### src/ppg_mod_params.svh
// named offsets, field positions, reset values and counts of the modulation control block
`ifndef PPG_MOD_PARAMS_SVH
`define PPG_MOD_PARAMS_SVH

// ----------------------------------------
// register map
// ----------------------------------------
`define ADDR_W 4
`define OFS_CTRL 4'h0
`define OFS_STAT 4'h4

// ----------------------------------------
// field positions of timer_modulation_control
// ----------------------------------------
`define CH1_CYC_MSB 11
`define CH1_CYC_LSB 9
`define CH1_PT_BIT 8
`define CH0_CYC_MSB 7
`define CH0_CYC_LSB 5
`define CH0_PT_BIT 4
`define BUF_EN_BIT 2
`define CTRL_W 12

// ----------------------------------------
// reset values and masks
// ----------------------------------------
`define CTRL_RST 12'h000
`define CTRL_WMASK 12'hFF4
`define RDATA_RST 32'h0000_0000

// ----------------------------------------
// modulation counts
// ----------------------------------------
`define MULT_W 5
`define MULT_ONE 5'h01
`define MULT_X2 5'h02
`define MULT_X4 5'h04
`define MULT_X8 5'h08
`define MULT_X16 5'h10
`define CNT_W 4
`define CNT_RST 4'h0
`define CNT_STEP 4'h1

`endif

### src/ppg_mod_pkg.sv
// types shared by the modulation control block
package ppg_mod_pkg;

   // ----------------------------------------
   // modulation cycle encodings
   // ----------------------------------------
   typedef enum logic [2:0] {
      MOD_NONE = 3'b000,
      MOD_X2 = 3'b001,
      MOD_X4 = 3'b010,
      MOD_X8 = 3'b011,
      MOD_X16 = 3'b100
   } mod_cycle_t;

endpackage

### src/ppg_one_bit_modulation_ctrl.sv
// 1-bit modulation control for one timer of a paired ppg timer
`timescale 1ns/1ns
`include "ppg_mod_params.svh"

module ppg_one_bit_modulation_ctrl
   import ppg_mod_pkg::*;
(
   input wire logic clk, // peripheral clock, 10 MHz
   input wire logic sys_rst, // async reset, active high
   input wire logic [`ADDR_W-1:0] reg_addr, // register byte address
   input wire logic [31:0] reg_wdata, // register write data
   input wire logic reg_wr, // write strobe
   input wire logic reg_rd, // read strobe
   output logic [31:0] reg_rdata, // read data, cycle after reg_rd
   input wire logic ppg_mode, // timer in ppg or interlock ppg mode
   input wire logic counter_clear_en, // first timer clears on period match
   input wire logic counter_overflow, // first up-counter overflow pulse
   input wire logic first_period_match, // first timer period compare match pulse
   input wire logic period_match, // this timer period compare match pulse
   output logic compare_buf_en, // compare writes go through buffers
   output logic [`MULT_W-1:0] ch0_mod_mult, // channel-0 period cycles per modulation cycle
   output logic [`MULT_W-1:0] ch1_mod_mult, // channel-1 period cycles per modulation cycle
   output logic ch0_reload, // reload channel-0 compares from buffers
   output logic ch1_reload // reload ch1_compare_a and ch1_compare_b
);

   // ----------------------------------------
   // decode helpers
   // ----------------------------------------
   // forbidden codes are treated as no modulation rather than guessing a count
   function automatic logic [`MULT_W-1:0] mult_of(input logic [2:0] code);
      case (mod_cycle_t'(code))
         MOD_X2: mult_of = `MULT_X2;
         MOD_X4: mult_of = `MULT_X4;
         MOD_X8: mult_of = `MULT_X8;
         MOD_X16: mult_of = `MULT_X16;
         default: mult_of = `MULT_ONE;
      endcase
   endfunction

   // ----------------------------------------
   // register slave
   // ----------------------------------------
   logic [`CTRL_W-1:0] wr_q; // last value written by software
   logic [`CTRL_W-1:0] wr_d;
   logic [`CTRL_W-1:0] active_q; // value in effect
   logic [`CTRL_W-1:0] active_d;
   logic [31:0] rdata_q;
   logic [31:0] rdata_d;

   wire sel_ctrl = (reg_addr == `OFS_CTRL);
   wire sel_stat = (reg_addr == `OFS_STAT);
   wire ctrl_write = reg_wr & sel_ctrl;

   // unused and upper bits are masked off on the way in
   assign wr_d = ctrl_write ? (reg_wdata[`CTRL_W-1:0] & `CTRL_WMASK) : wr_q;

   // a write is held back until the first timer's period boundary
   wire xfer = counter_clear_en ? first_period_match : counter_overflow;
   assign active_d = xfer ? wr_d : active_q;

   // reads return written value or value in effect; unmapped reads give zero
   assign rdata_d = !reg_rd ? `RDATA_RST :
                    sel_ctrl ? {{(32-`CTRL_W){1'b0}}, wr_q} :
                    sel_stat ? {{(32-`CTRL_W){1'b0}}, active_q} :
                    `RDATA_RST;

   always_ff @(posedge clk or posedge sys_rst) begin
      if (sys_rst) begin
         wr_q <= `CTRL_RST;
         active_q <= `CTRL_RST;
         rdata_q <= `RDATA_RST;
      end else begin
         wr_q <= wr_d;
         active_q <= active_d;
         rdata_q <= rdata_d;
      end
   end

   assign reg_rdata = rdata_q;

   // ----------------------------------------
   // field extraction
   // ----------------------------------------
   logic [2:0] cyc_sel [2];
   logic timing_sel [2];
   logic [`MULT_W-1:0] mult_q [2];
   logic reload [2];
   logic cyc_end [2];
   logic mod_on [2];

   assign cyc_sel[0] = active_q[`CH0_CYC_MSB:`CH0_CYC_LSB];
   assign cyc_sel[1] = active_q[`CH1_CYC_MSB:`CH1_CYC_LSB];
   assign timing_sel[0] = active_q[`CH0_PT_BIT];
   assign timing_sel[1] = active_q[`CH1_PT_BIT];
   wire buf_en = active_q[`BUF_EN_BIT];

   // buffered path only means anything in the ppg modes
   assign compare_buf_en = buf_en & ppg_mode;

   // ----------------------------------------
   // per-channel modulation and reload timing
   // ----------------------------------------
   for (genvar c = 0; c < 2; c++) begin : g_ch
      wire [`MULT_W-1:0] mult = mult_of(cyc_sel[c]);
      wire [`MULT_W-1:0] mult_minus = mult - `MULT_ONE;
      wire [`MULT_W-1:0] mult_eff = ppg_mode ? mult : `MULT_ONE;

      // modulation is off outside ppg modes even if a code is stored
      assign mod_on[c] = ppg_mode & (mult != `MULT_ONE);

      mod_cycle_counter u_cnt (
         .clk(clk),
         .sys_rst(sys_rst),
         .enable(mod_on[c]),
         .period_match(period_match),
         .limit(mult_minus[`CNT_W-1:0]),
         .cycle_end(cyc_end[c])
      );

      // no modulation behaves like timing bit 1: reload on each match
      wire on_match = ~mod_on[c] | timing_sel[c];
      assign reload[c] = compare_buf_en & (on_match ? period_match : cyc_end[c]);

      // multiplier held in a flop so the data output is glitch free
      always_ff @(posedge clk or posedge sys_rst) begin
         if (sys_rst) begin
            mult_q[c] <= `MULT_ONE;
         end else begin
            mult_q[c] <= mult_eff;
         end
      end
   end

   assign ch0_mod_mult = mult_q[0];
   assign ch1_mod_mult = mult_q[1];
   assign ch0_reload = reload[0];
   assign ch1_reload = reload[1];
endmodule

### src/mod_cycle_counter.sv
// counts period-compare matches and marks the end of each modulation cycle
`timescale 1ns/1ns
`include "ppg_mod_params.svh"

module mod_cycle_counter
   import ppg_mod_pkg::*;
(
   input wire logic clk, // peripheral clock
   input wire logic sys_rst, // async reset, active high
   input wire logic enable, // modulation running on this channel
   input wire logic period_match, // period compare match pulse
   input wire logic [`CNT_W-1:0] limit, // matches per modulation cycle minus one
   output logic cycle_end // last match of a modulation cycle
);

   logic [`CNT_W-1:0] cnt_q;
   logic [`CNT_W-1:0] cnt_d;
   wire at_limit = (cnt_q == limit);

   // count wraps on the last match; disabled channel restarts from zero
   assign cycle_end = enable & period_match & at_limit;
   assign cnt_d = !enable ? `CNT_RST :
                  cycle_end ? `CNT_RST :
                  period_match ? cnt_q + `CNT_STEP : cnt_q;

   // match counter
   always_ff @(posedge clk or posedge sys_rst) begin
      if (sys_rst) begin
         cnt_q <= `CNT_RST;
      end else begin
         cnt_q <= cnt_d;
      end
   end
endmodule

### config.mk
export PLATFORM = sky130hd
export DESIGN_NAME = ppg_one_bit_modulation_ctrl
export DESIGN_NICKNAME = d
export VERILOG_FILES = /design/src/ppg_mod_pkg.sv /design/src/ppg_one_bit_modulation_ctrl.sv /design/src/mod_cycle_counter.sv
export VERILOG_INCLUDE_DIRS = /design/src /design/src/src
export SDC_FILE = /design/constraint.sdc
export NUM_CORES = 1
export LEC_CHECK = 0
export BUFFER_PORTS_ARGS = -buffer_cell sky130_fd_sc_hd__buf_4
export CORE_MARGIN = 4
export CORE_UTILIZATION = 45
export DETAILED_ROUTE_END_ITERATION = 7
export HOLD_SLACK_MARGIN = 0.15
export PLACE_DENSITY_LB_ADDON = 0.2
export SYNTH_ARGS = -nofsm -noshare
export SYNTH_HDL_FRONTEND = slang
export SYNTH_SLANG_ARGS = --single-unit
### constraint.sdc
create_clock -name clk -period 1.85 [get_ports clk]
set_input_delay 0.2775 -clock clk [delete_from_list [all_inputs] [get_ports clk]]
set_output_delay 0.2775 -clock clk [all_outputs]
set_load 0.05 [all_outputs]
==> flow_summary.yaml, run 1 <==
clock_tree:
  cts_root_buf: "clkbuf_8"
  cts_tree: "yes"
  clock_latency_ns: 0.30
  ctsHtreeMaxLevel: 2
  cts.sinks: 54
  cts_buffer_depth: 2
  clk_pin_slew_ns: 0.09
  cts_buffers: 5
worst_hold_path:
  holdPathEnd: "wr_q[10]$_DFF_PP0_"
  hold_class: "primary input to register"
  min-delay-start: "reg_wdata[10]"
  hold_depth: 2
synth:
  synth_seq_cells: 54
  synth_cell_type_count: 39
  synth_compound_area_share_pct: 8.39
  synth-simple-area-share_pct: 16.4
  synth-edff-count: 0
  synth_xor_area_share_pct: 2.38
  ys.flop_type: "dfrtp_1"
  netlist_area_um2: 2580
  synth-adder-area-share_pct: 0.969
  synthArstFlopShare_pct: 100
  synthMuxAreaShare_pct: 10.6
  synth_cells: 223
  avgSynthCellArea_um2: 11.6
  synth_top_family_by_area: "simple AND/OR/NAND/NOR gates"
  seq_area_frac_synth_pct: 52.4
  yosys_warnings: 0
power_and_ir_drop:
  vdd_ir_drop_max_uv: 554
  p_seq_share_pct: 41.6
  p_sw_mw: 1.24
  swShare_pct: 34.3
  p_per_area_nw_per_um2: 1090
  power_frac_comb_pct: 36.2
  leakagePower_nw: 1.61
  power_frac_clock_pct: 22.2
  p_int_mw: 2.38
  p_total_mw: 3.62
global_route:
  grt_pass1_vias: 1830
  grt_antenna_before_repair: 0
  grt_overflow: 0
  grt_usage_pct: 15.0
  grt_start_max_net_pins: 33
  grt_first_pass_wirelength_um: 8550
placement:
  dp_hpwl_um: 3580
  post-place-ws_ns: -0.0790
  dp.cells: 348
  finalWeightedCongestion: 0.737
  port_buffers: 46
critical_path:
  rrSetupSlack_ns: 0.13
  path_class: "register to output port"
  r2r_cells: 6
  arrival_ns: 1.87
  reg2reg_from: "active_q[9]$_DFFE_PP0P_"
  timing.rr.end: "g_ch[1].u_cnt.cnt_q[3]$_DFFE_PP0P_"
  critical_path.max_fanout: 8
  required_ns: 1.57
  crit_path_end_kind: "output port"
  critical_path.startpoint_type: "register"
sta:
  setup_viol: 2
  layout_setup_ws_ns: -0.298
  min_period_over_period_pct: 116
  max_freq_mhz: 466
  hold_violations: 0
  drv_slew: 0
  period_minus_slack_ns: 2.15
  whs_ns: 0.209
  skew_ns: 0.00565
  rsz0062_at_grt: "yes"
routing:
  drtPass1Iterations: 4
  drt-wirelength-per-cell_um: 13.9
  wl_um: 5030
  num_vias: 1799
  vias_per_cell: 4.97
  drtAntennaViolNets: 0
  drtIter0Drc: 55
  drc: 0
floorplan:
  placementRows: 27
  fp.dieH_um: 83.7
  die_x_um: 83.7
  fp.coreArea_um2: 5540
  initial_utilization_pct: 46.6
  die-area_um2: 7010
  num_io_pins: 90
outcome:
  failed_checks: "setup timing"
  outcome: "finished, violations left"
cells_and_area:
  drive_gt1_share_pct: 43.4
  fin_nets: 336
  final_cells: 362
  syn2layout_area_growth_pct: 28.6
  antenna_cells: 0
run:
  cap_violations: 0
==> critical path, stage by stage, from the launching register on <==
cell and delay (ns):
dfrtp_2 0.46, nor2b_1 0.15, or4_4 0.49, a31oi_4 0.16
o31a_4 0.17, buf_8 0.14
==> worst max path at each step <==
stage	start	end	depth (start not counted)
CTS	active_q[11]$_DFFE_PP0P_	ch1_reload	5
detailed placement	active_q[11]$_DFFE_PP0P_	ch1_reload	5
finish	active_q[11]$_DFFE_PP0P_	ch1_reload	5
global route	active_q[11]$_DFFE_PP0P_	ch1_reload	5
floorplan	active_q[5]$_DFFE_PP0P_	ch0_reload	6
global placement	active_q[11]$_DFFE_PP0P_	ch1_reload	5
==> power by group through the flow <==
stage	clock network [mW]	registers (mW)	logic, mW
final	0.803	1.51	1.31
after global routing	0.874	1.54	1.42
after CTS	0.835	1.51	1.28
after detailed placement	0	1.52	1.19
after global placement	0	1.51	1.18
after floorplan	0	1.60	0.738
==> logic make-up after synthesis <==
group / after synthesis
compound gates: 32
xor+xnor: 7
fa+ha+maj: 2
buf+inv: 36
flops: 54
mux: 22
other cells: 1
simple gates: 69
==> sequential cells by signal (all words and copies together), names as in the netlist <==
name / count
active_q: 12
ch0_mod_mult: 5
ch1_mod_mult: 5
wr_q: 12
g_ch.u_cnt.cnt_q: 8
reg_rdata: 12
==> routing by layer <==
layer	global-route usage, %	wire length [µm]
met1	18.2	2090
met2	26.2	2650
met3	3.85	242
met5	0	0
met4	4.24	50
==> area by class of cell <==
cell class	count	area, µm²
inverters	2	7.51
fillers	468	2220
clock buffers	5	68.8
repair buffers	74	586
well taps	72	90.1
clock inverters	3	47.5
multi-input cells	152	1160
flip-flops and latches	54	1360
==> synth_stat cells (6+ instances only) <==
| cell type | n | share of area [%] |
|---|---|---|
| a22oi_1 | 13 | 3.8 |
| and3_1 | 9 | 2.2 |
| nand2_1 | 7 | 1.0 |
| nor2b_1 | 15 | 3.6 |
| o21ai_0 | 6 | 1.2 |
| mux2_4 | 7 | 4.1 |
| buf_4 | 20 | 5.8 |
| mux2_2 | 15 | 6.5 |
| nor2_1 | 9 | 1.3 |
| dfrtp_1 | 52 | 50 |
| nand4_1 | 8 | 1.9 |
| clkbuf_1 | 8 | 1.2 |
==> layout by cell type (no fill, tap or decap), drive strengths merged <==
cell,Yosys,final
and3b,2,2
clkbuf,8,5
a31oi,1,1
buf,26,73
nand3b,2,2
clkinv,0,1
o21ai,6,6
dfstp,2,2
nor2,9,9
nor4b,1,1
ha,2,2
nor3b,5,5
nor4,1,1
o22ai,1,1
xor2,2,2
and3,9,9
and2,4,4
nand4,8,8
a2111oi,1,1
conb,1,20
o31a,2,2
dlygate4sd3,0,1
nor3,1,1
inv,2,3
bufinv,0,1
or4,1,1
a22oi,13,13
o31ai,2,2
mux2,22,22
nand2,8,8
xnor2,5,5
nand2b,1,1
nor2b,15,15
a211oi,1,1
or3,2,2
o21a,1,1
a21oi,4,4
dfrtp,52,52
==> metrics by stage <==
step	TNS [ns]	cell area (µm²)	util (%)
after floorplan	0	2690	-
after global placement	-0.0716	3090	55.7
after detailed placement	-0.0790	3090	55.7
after CTS	-0.535	3280	59.3
after global routing	-0.690	3320	59.9
final	-0.505	3320	59.9
==> repair_timing <==
item	4_1_cts	5_1_grt
pin swaps	1	3
setup buffers	4	1
endpoints found under the hold margin	22	0
hold buffers	1	0
resized for setup	12	11
endpoints found under the setup margin	2	4
(Power assumes the default switching activity.)
==> inputs of run 2 (changes only) <==
Settings changed: SETUP_SLACK_MARGIN from default to 0.05.
==> flow_summary.yaml, run 2 (synthesis results as in run 1) <==
outcome:
  outcome: "finished, violations left"
  failed_checks: "setup timing"
critical_path:
  crit_path_end_kind: "output port"
  critical_path.startpoint_type: "register"
  critPathTopFamily: "simple AND/OR/NAND/NOR gates"
  slowest_delay_ns: 0.45
  critical_path.max_fanout: 6
  required_ns: 1.57
  critPathSlowestCell: "dfrtp_1"
  path_cells: "nor3b_1 > o21ai_0 > and3_1 > a31oi_4 > o31a_4 > buf_8"
  arrival_ns: 1.88
  path_class: "register to output port"
  crit_buf_inv: 1
global_route:
  grt_first_pass_wirelength_um: 8700
  use_met2_pct: 27.3
  top_usage_layer: "met2"
  grt_overflow: 0
  grt_start_max_net_pins: 39
  use_met1_pct: 18.3
  met3_usage_pct: 3.95
  grt_usage_pct: 15.5
  grt_pass1_vias: 1817
  grt_antenna_before_repair: 0
floorplan:
  die-area_um2: 7010
  fp.coreArea_um2: 5540
  die_x_um: 83.7
  initial_utilization_pct: 46.6
  placementRows: 27
  num_io_pins: 90
  fp.dieH_um: 83.7
placement:
  post-place-ws_ns: -0.0717
  dp_hpwl_um: 3610
  place_area_um2: 3090
  port_buffers: 46
  finalWeightedCongestion: 0.739
sta:
  max_freq_mhz: 464
  period_minus_slack_ns: 2.16
  tns_ns: -0.493
  min_period_over_period_pct: 117
  whs_ns: 0.201
  setup_viol: 2
  skew_ns: 0.00551
  layout_setup_ws_ns: -0.305
  drv_slew: 0
  rsz0062_at_grt: "yes"
  hold_violations: 0
cells_and_area:
  drive_gt1_share_pct: 41.3
  fin_nets: 334
  stdcell_area_um2: 3280
  antenna_cells: 0
  final_util_pct: 59.2
  layout_commonest_cell: "buf_4"
  syn2layout_area_growth_pct: 27.1
  most-common-layout-cells: "buf_4, dfrtp_1, conb_1, nor2b_1, mux2_2"
clock_tree:
  cts_buffer_depth: 2
  ctsHtreeMaxLevel: 2
  cts_root_buf: "clkbuf_8"
  clock_latency_ns: 0.31
  cts_tree: "yes"
  cts.sinks: 54
  clk_pin_slew_ns: 0.10
  cts_buffers: 5
worst_hold_path:
  hold_class: "primary input to register"
routing:
  vias_per_cell: 5.03
  drc: 0
  drt-wirelength-per-cell_um: 14.5
  wl_um: 5220
  drtIter0Drc: 66
  num_vias: 1810
  drtPass1Iterations: 4
  drtAntennaViolNets: 0
power_and_ir_drop:
  p_sw_mw: 1.25
  swShare_pct: 35.7
  leakagePower_nw: 1.59
  p_seq_share_pct: 43.1
  power_frac_comb_pct: 36.9
  vdd_ir_drop_max_uv: 548
  p_per_area_nw_per_um2: 1070
  power_frac_clock_pct: 20.0
  p_int_mw: 2.25
run:
  cap_violations: 0
[run 2: worst register-to-register path, delay by kind of cell (launching register included)]
family	cells	cell delay (ns)
buffers and inverters	2	0.34
and+or+nand+nor	2	0.45
DFF	1	0.46
AOI/OAI and AO/OA	1	0.14
xor gates and xnor gates	1	0.19
[run 2: timing repair]
| item | 4_1_cts | 5_1_grt |
|---|---|---|
| setup buffers | 3 | 0 |
| hold endpoints to repair | 16 | 0 |
| pin swaps | 4 | 2 |
| hold buffers | 1 | 0 |
| gates resized for setup | 14 | 4 |
| endpoints found under the setup margin | 3 | 4 |
[run 2: metrics by stage]
step / power (mW) / cells
final: 3.50 / 360
after global routing: 3.72 / 360
after CTS: 3.51 / 360
after detailed placement: 2.72 / 348
after global placement: 2.70 / 348
after floorplan: 2.34 / 242
[run 2: routing by layer]
metal	share of wire (%)	routed length, µm
met1	41	2140
met2	53	2790
met3	4.2	218
met4	1.3	70
met5	0	0
[run 2: worst paths after layout]
check,from,endpoint,slack (ns),cells after the start
setup / recovery,g_ch[1].u_cnt.cnt_q[0]$_DFFE_PP0P_,ch1_reload,-0.31,6
hold / removal,reg_wdata[10],wr_q[10]$_DFF_PP0_,0.20,2
setup reg to reg,active_q[11]$_DFFE_PP0P_,g_ch[1].u_cnt.cnt_q[3]$_DFFE_PP0P_,0.19,6
hold reg to reg,active_q[3]$_DFFE_PP0P_,active_q[3]$_DFFE_PP0P_,0.52,1
max in group asynchronous,sys_rst,ch1_mod_mult[0]$_DFF_PP1_,0.78,4
min in group asynchronous,sys_rst,wr_q[6]$_DFF_PP0_,0.50,3
[run 2: final cells by class]
cell class	count	area (µm²)
Clock inverter	2	17.5
Fill cell	496	2260
Clock buffer	6	82.6
Multi-Input combinational cell	152	1150
Sequential cell	54	1360
Inverter	2	7.51
Timing Repair Buffer	72	571
Tap cell	72	90.1
[run 2: power by group through the flow]
stage	Combinational, mW	Clock (mW)	Sequential, mW
4_1_cts	1.28	0.727	1.51
3_3_place_gp	1.18	0	1.52
5_1_grt	1.39	0.787	1.54
3_5_place_dp	1.20	0	1.52
6_report	1.29	0.699	1.51
2_1_floorplan	0.741	0	1.60
==> inputs of run 3 (changes only) <==
Settings changed: CORE_MARGIN 4 to 10.
==> flow_summary.yaml, run 3 (synthesis results as in run 1) <==
critical_path:
  crit_path_end_kind: "output port"
  arrival_ns: 1.85
  rrSetupSlack_ns: 0.15
  critical_path.max_fanout: 6
  critical_path.startpoint_type: "register"
  timing.rr.end: "g_ch[0].u_cnt.cnt_q[2]$_DFFE_PP0P_"
  r2r_cells: 7
  reg2reg_from: "active_q[5]$_DFFE_PP0P_"
  startpoint: "active_q[11]$_DFFE_PP0P_"
  path_class: "register to output port"
  required_ns: 1.57
clock_tree:
  clk_pin_slew_ns: 0.10
  cts_root_buf: "clkbuf_8"
  cts.sinks: 54
  ctsHtreeMaxLevel: 2
  cts_buffers: 5
  cts_tree: "yes"
  cts_buffer_depth: 2
  clock_latency_ns: 0.31
cells_and_area:
  stdcell_area_um2: 3350
  antenna_cells: 0
  syn2layout_area_growth_pct: 30.0
  final_cells: 362
  layout_commonest_cell: "buf_4"
  drive_gt1_share_pct: 43.8
  fin_nets: 337
  most-common-layout-cells: "buf_4, dfrtp_1, conb_1, nor2b_1, mux2_2"
global_route:
  grt_first_pass_wirelength_um: 9430
  grt_pass1_vias: 1899
  grt_usage_pct: 13.2
  grt_antenna_before_repair: 0
  grt_overflow: 0
  grt_start_max_net_pins: 41
floorplan:
  initial_utilization_pct: 46.6
  die-area_um2: 9170
  die_x_um: 95.7
  num_io_pins: 90
  fp.dieH_um: 95.7
  placementRows: 27
  fp.coreArea_um2: 5540
power_and_ir_drop:
  vdd_ir_drop_max_uv: 462
  p_total_mw: 3.72
  leakagePower_nw: 1.62
  p_per_area_nw_per_um2: 1110
sta:
  layout_setup_ws_ns: -0.275
  whs_ns: 0.197
  hold_violations: 0
  setup_viol: 2
  drv_slew: 0
  period_minus_slack_ns: 2.12
  skew_ns: 0.00943
  rsz0062_at_grt: "yes"
  min_period_over_period_pct: 115
  max_freq_mhz: 471
placement:
  dp.cells: 348
  place_area_um2: 3090
  finalWeightedCongestion: 0.772
  post-place-ws_ns: -0.0719
  port_buffers: 46
  dp_hpwl_um: 3980
outcome:
  failed_checks: "setup timing"
  outcome: "finished, violations left"
routing:
  wl_um: 5640
  num_vias: 1817
  drtAntennaViolNets: 0
  drt-wirelength-per-cell_um: 15.6
  drc: 0
  vias_per_cell: 5.02
  drtIter0Drc: 67
  drtPass1Iterations: 6
worst_hold_path:
  hold_depth: 2
  min-delay-start: "reg_wdata[10]"
  hold_class: "primary input to register"
  holdPathEnd: "wr_q[10]$_DFF_PP0_"
run:
  cap_violations: 0
[run 3: cell count changes in the layout (fill, tap and decap cells not counted), sizes merged]
cell / delta
clkbuf: -1
buf: +3
bufinv: +1
clkinv: -1
[run 3: metal layers]
| metal | vias to the layer above | part of all wire, % | GRT usage (%) |
|---|---|---|---|
| met1 | 881 | 41 | 15.6 |
| met2 | 52 | 52 | 21.8 |
| met5 | - | 0 | 0 |
| met4 | 0 | 1.5 | 5.28 |
| met3 | 8 | 5.6 | 4.12 |
| li1 | 876 | - | - |
[run 3: per-stage QoR]
| stage | util [%] | TNS (ns) |
|---|---|---|
| final | 60.5 | -0.546 |
| after global routing | 60.5 | -0.700 |
| after CTS | 59.2 | -0.500 |
| after detailed placement | 55.8 | -0.0719 |
| after global placement | 55.8 | -0.0597 |
| after floorplan | - | 0 |
[run 3: timing repair]
action                     CTS  global route
hold endpoints to repair    12             0
gates cloned                 0             0
setup buffers                4             2
hold buffers                 1             0
setup endpoints to repair    3             4
pin swaps                    4             4
gates resized for setup     14            13
[run 3: worst max-delay path by stage]
stage,end,slack [ns],depth (start not counted)
after floorplan,ch1_reload,0.06,5
after detailed placement,ch1_reload,-0.07,5
final,ch1_reload,-0.27,5
after global placement,ch1_reload,-0.06,5
after global routing,ch1_reload,-0.36,5
after CTS,ch1_reload,-0.29,5
[run 3: power breakdown]
group          switching [mW]  leakage (nW)  total [mW]  internal [mW]
registers               0.159         0.708        1.51           1.35
clock network           0.376        0.0542       0.774          0.398
logic                   0.754         0.858        1.43          0.679
[run 3: area by class of cell]
cell class | count | area [µm²]
clock buffers | 5 | 68.8
well taps | 72 | 90.1
repair buffers | 75 | 597
inverters | 2 | 7.51
clock inverters | 2 | 38.8
multi-input cells | 152 | 1190
flip-flops and latches | 54 | 1360
fillers | 461 | 2190
[run 3: critical path, cell delays in order (launching register included)]
cell     delay [ns]
dfrtp_2        0.45
nor2b_1        0.14
or4_4          0.49
a31oi_4        0.16
o31a_4         0.15
buf_8          0.14
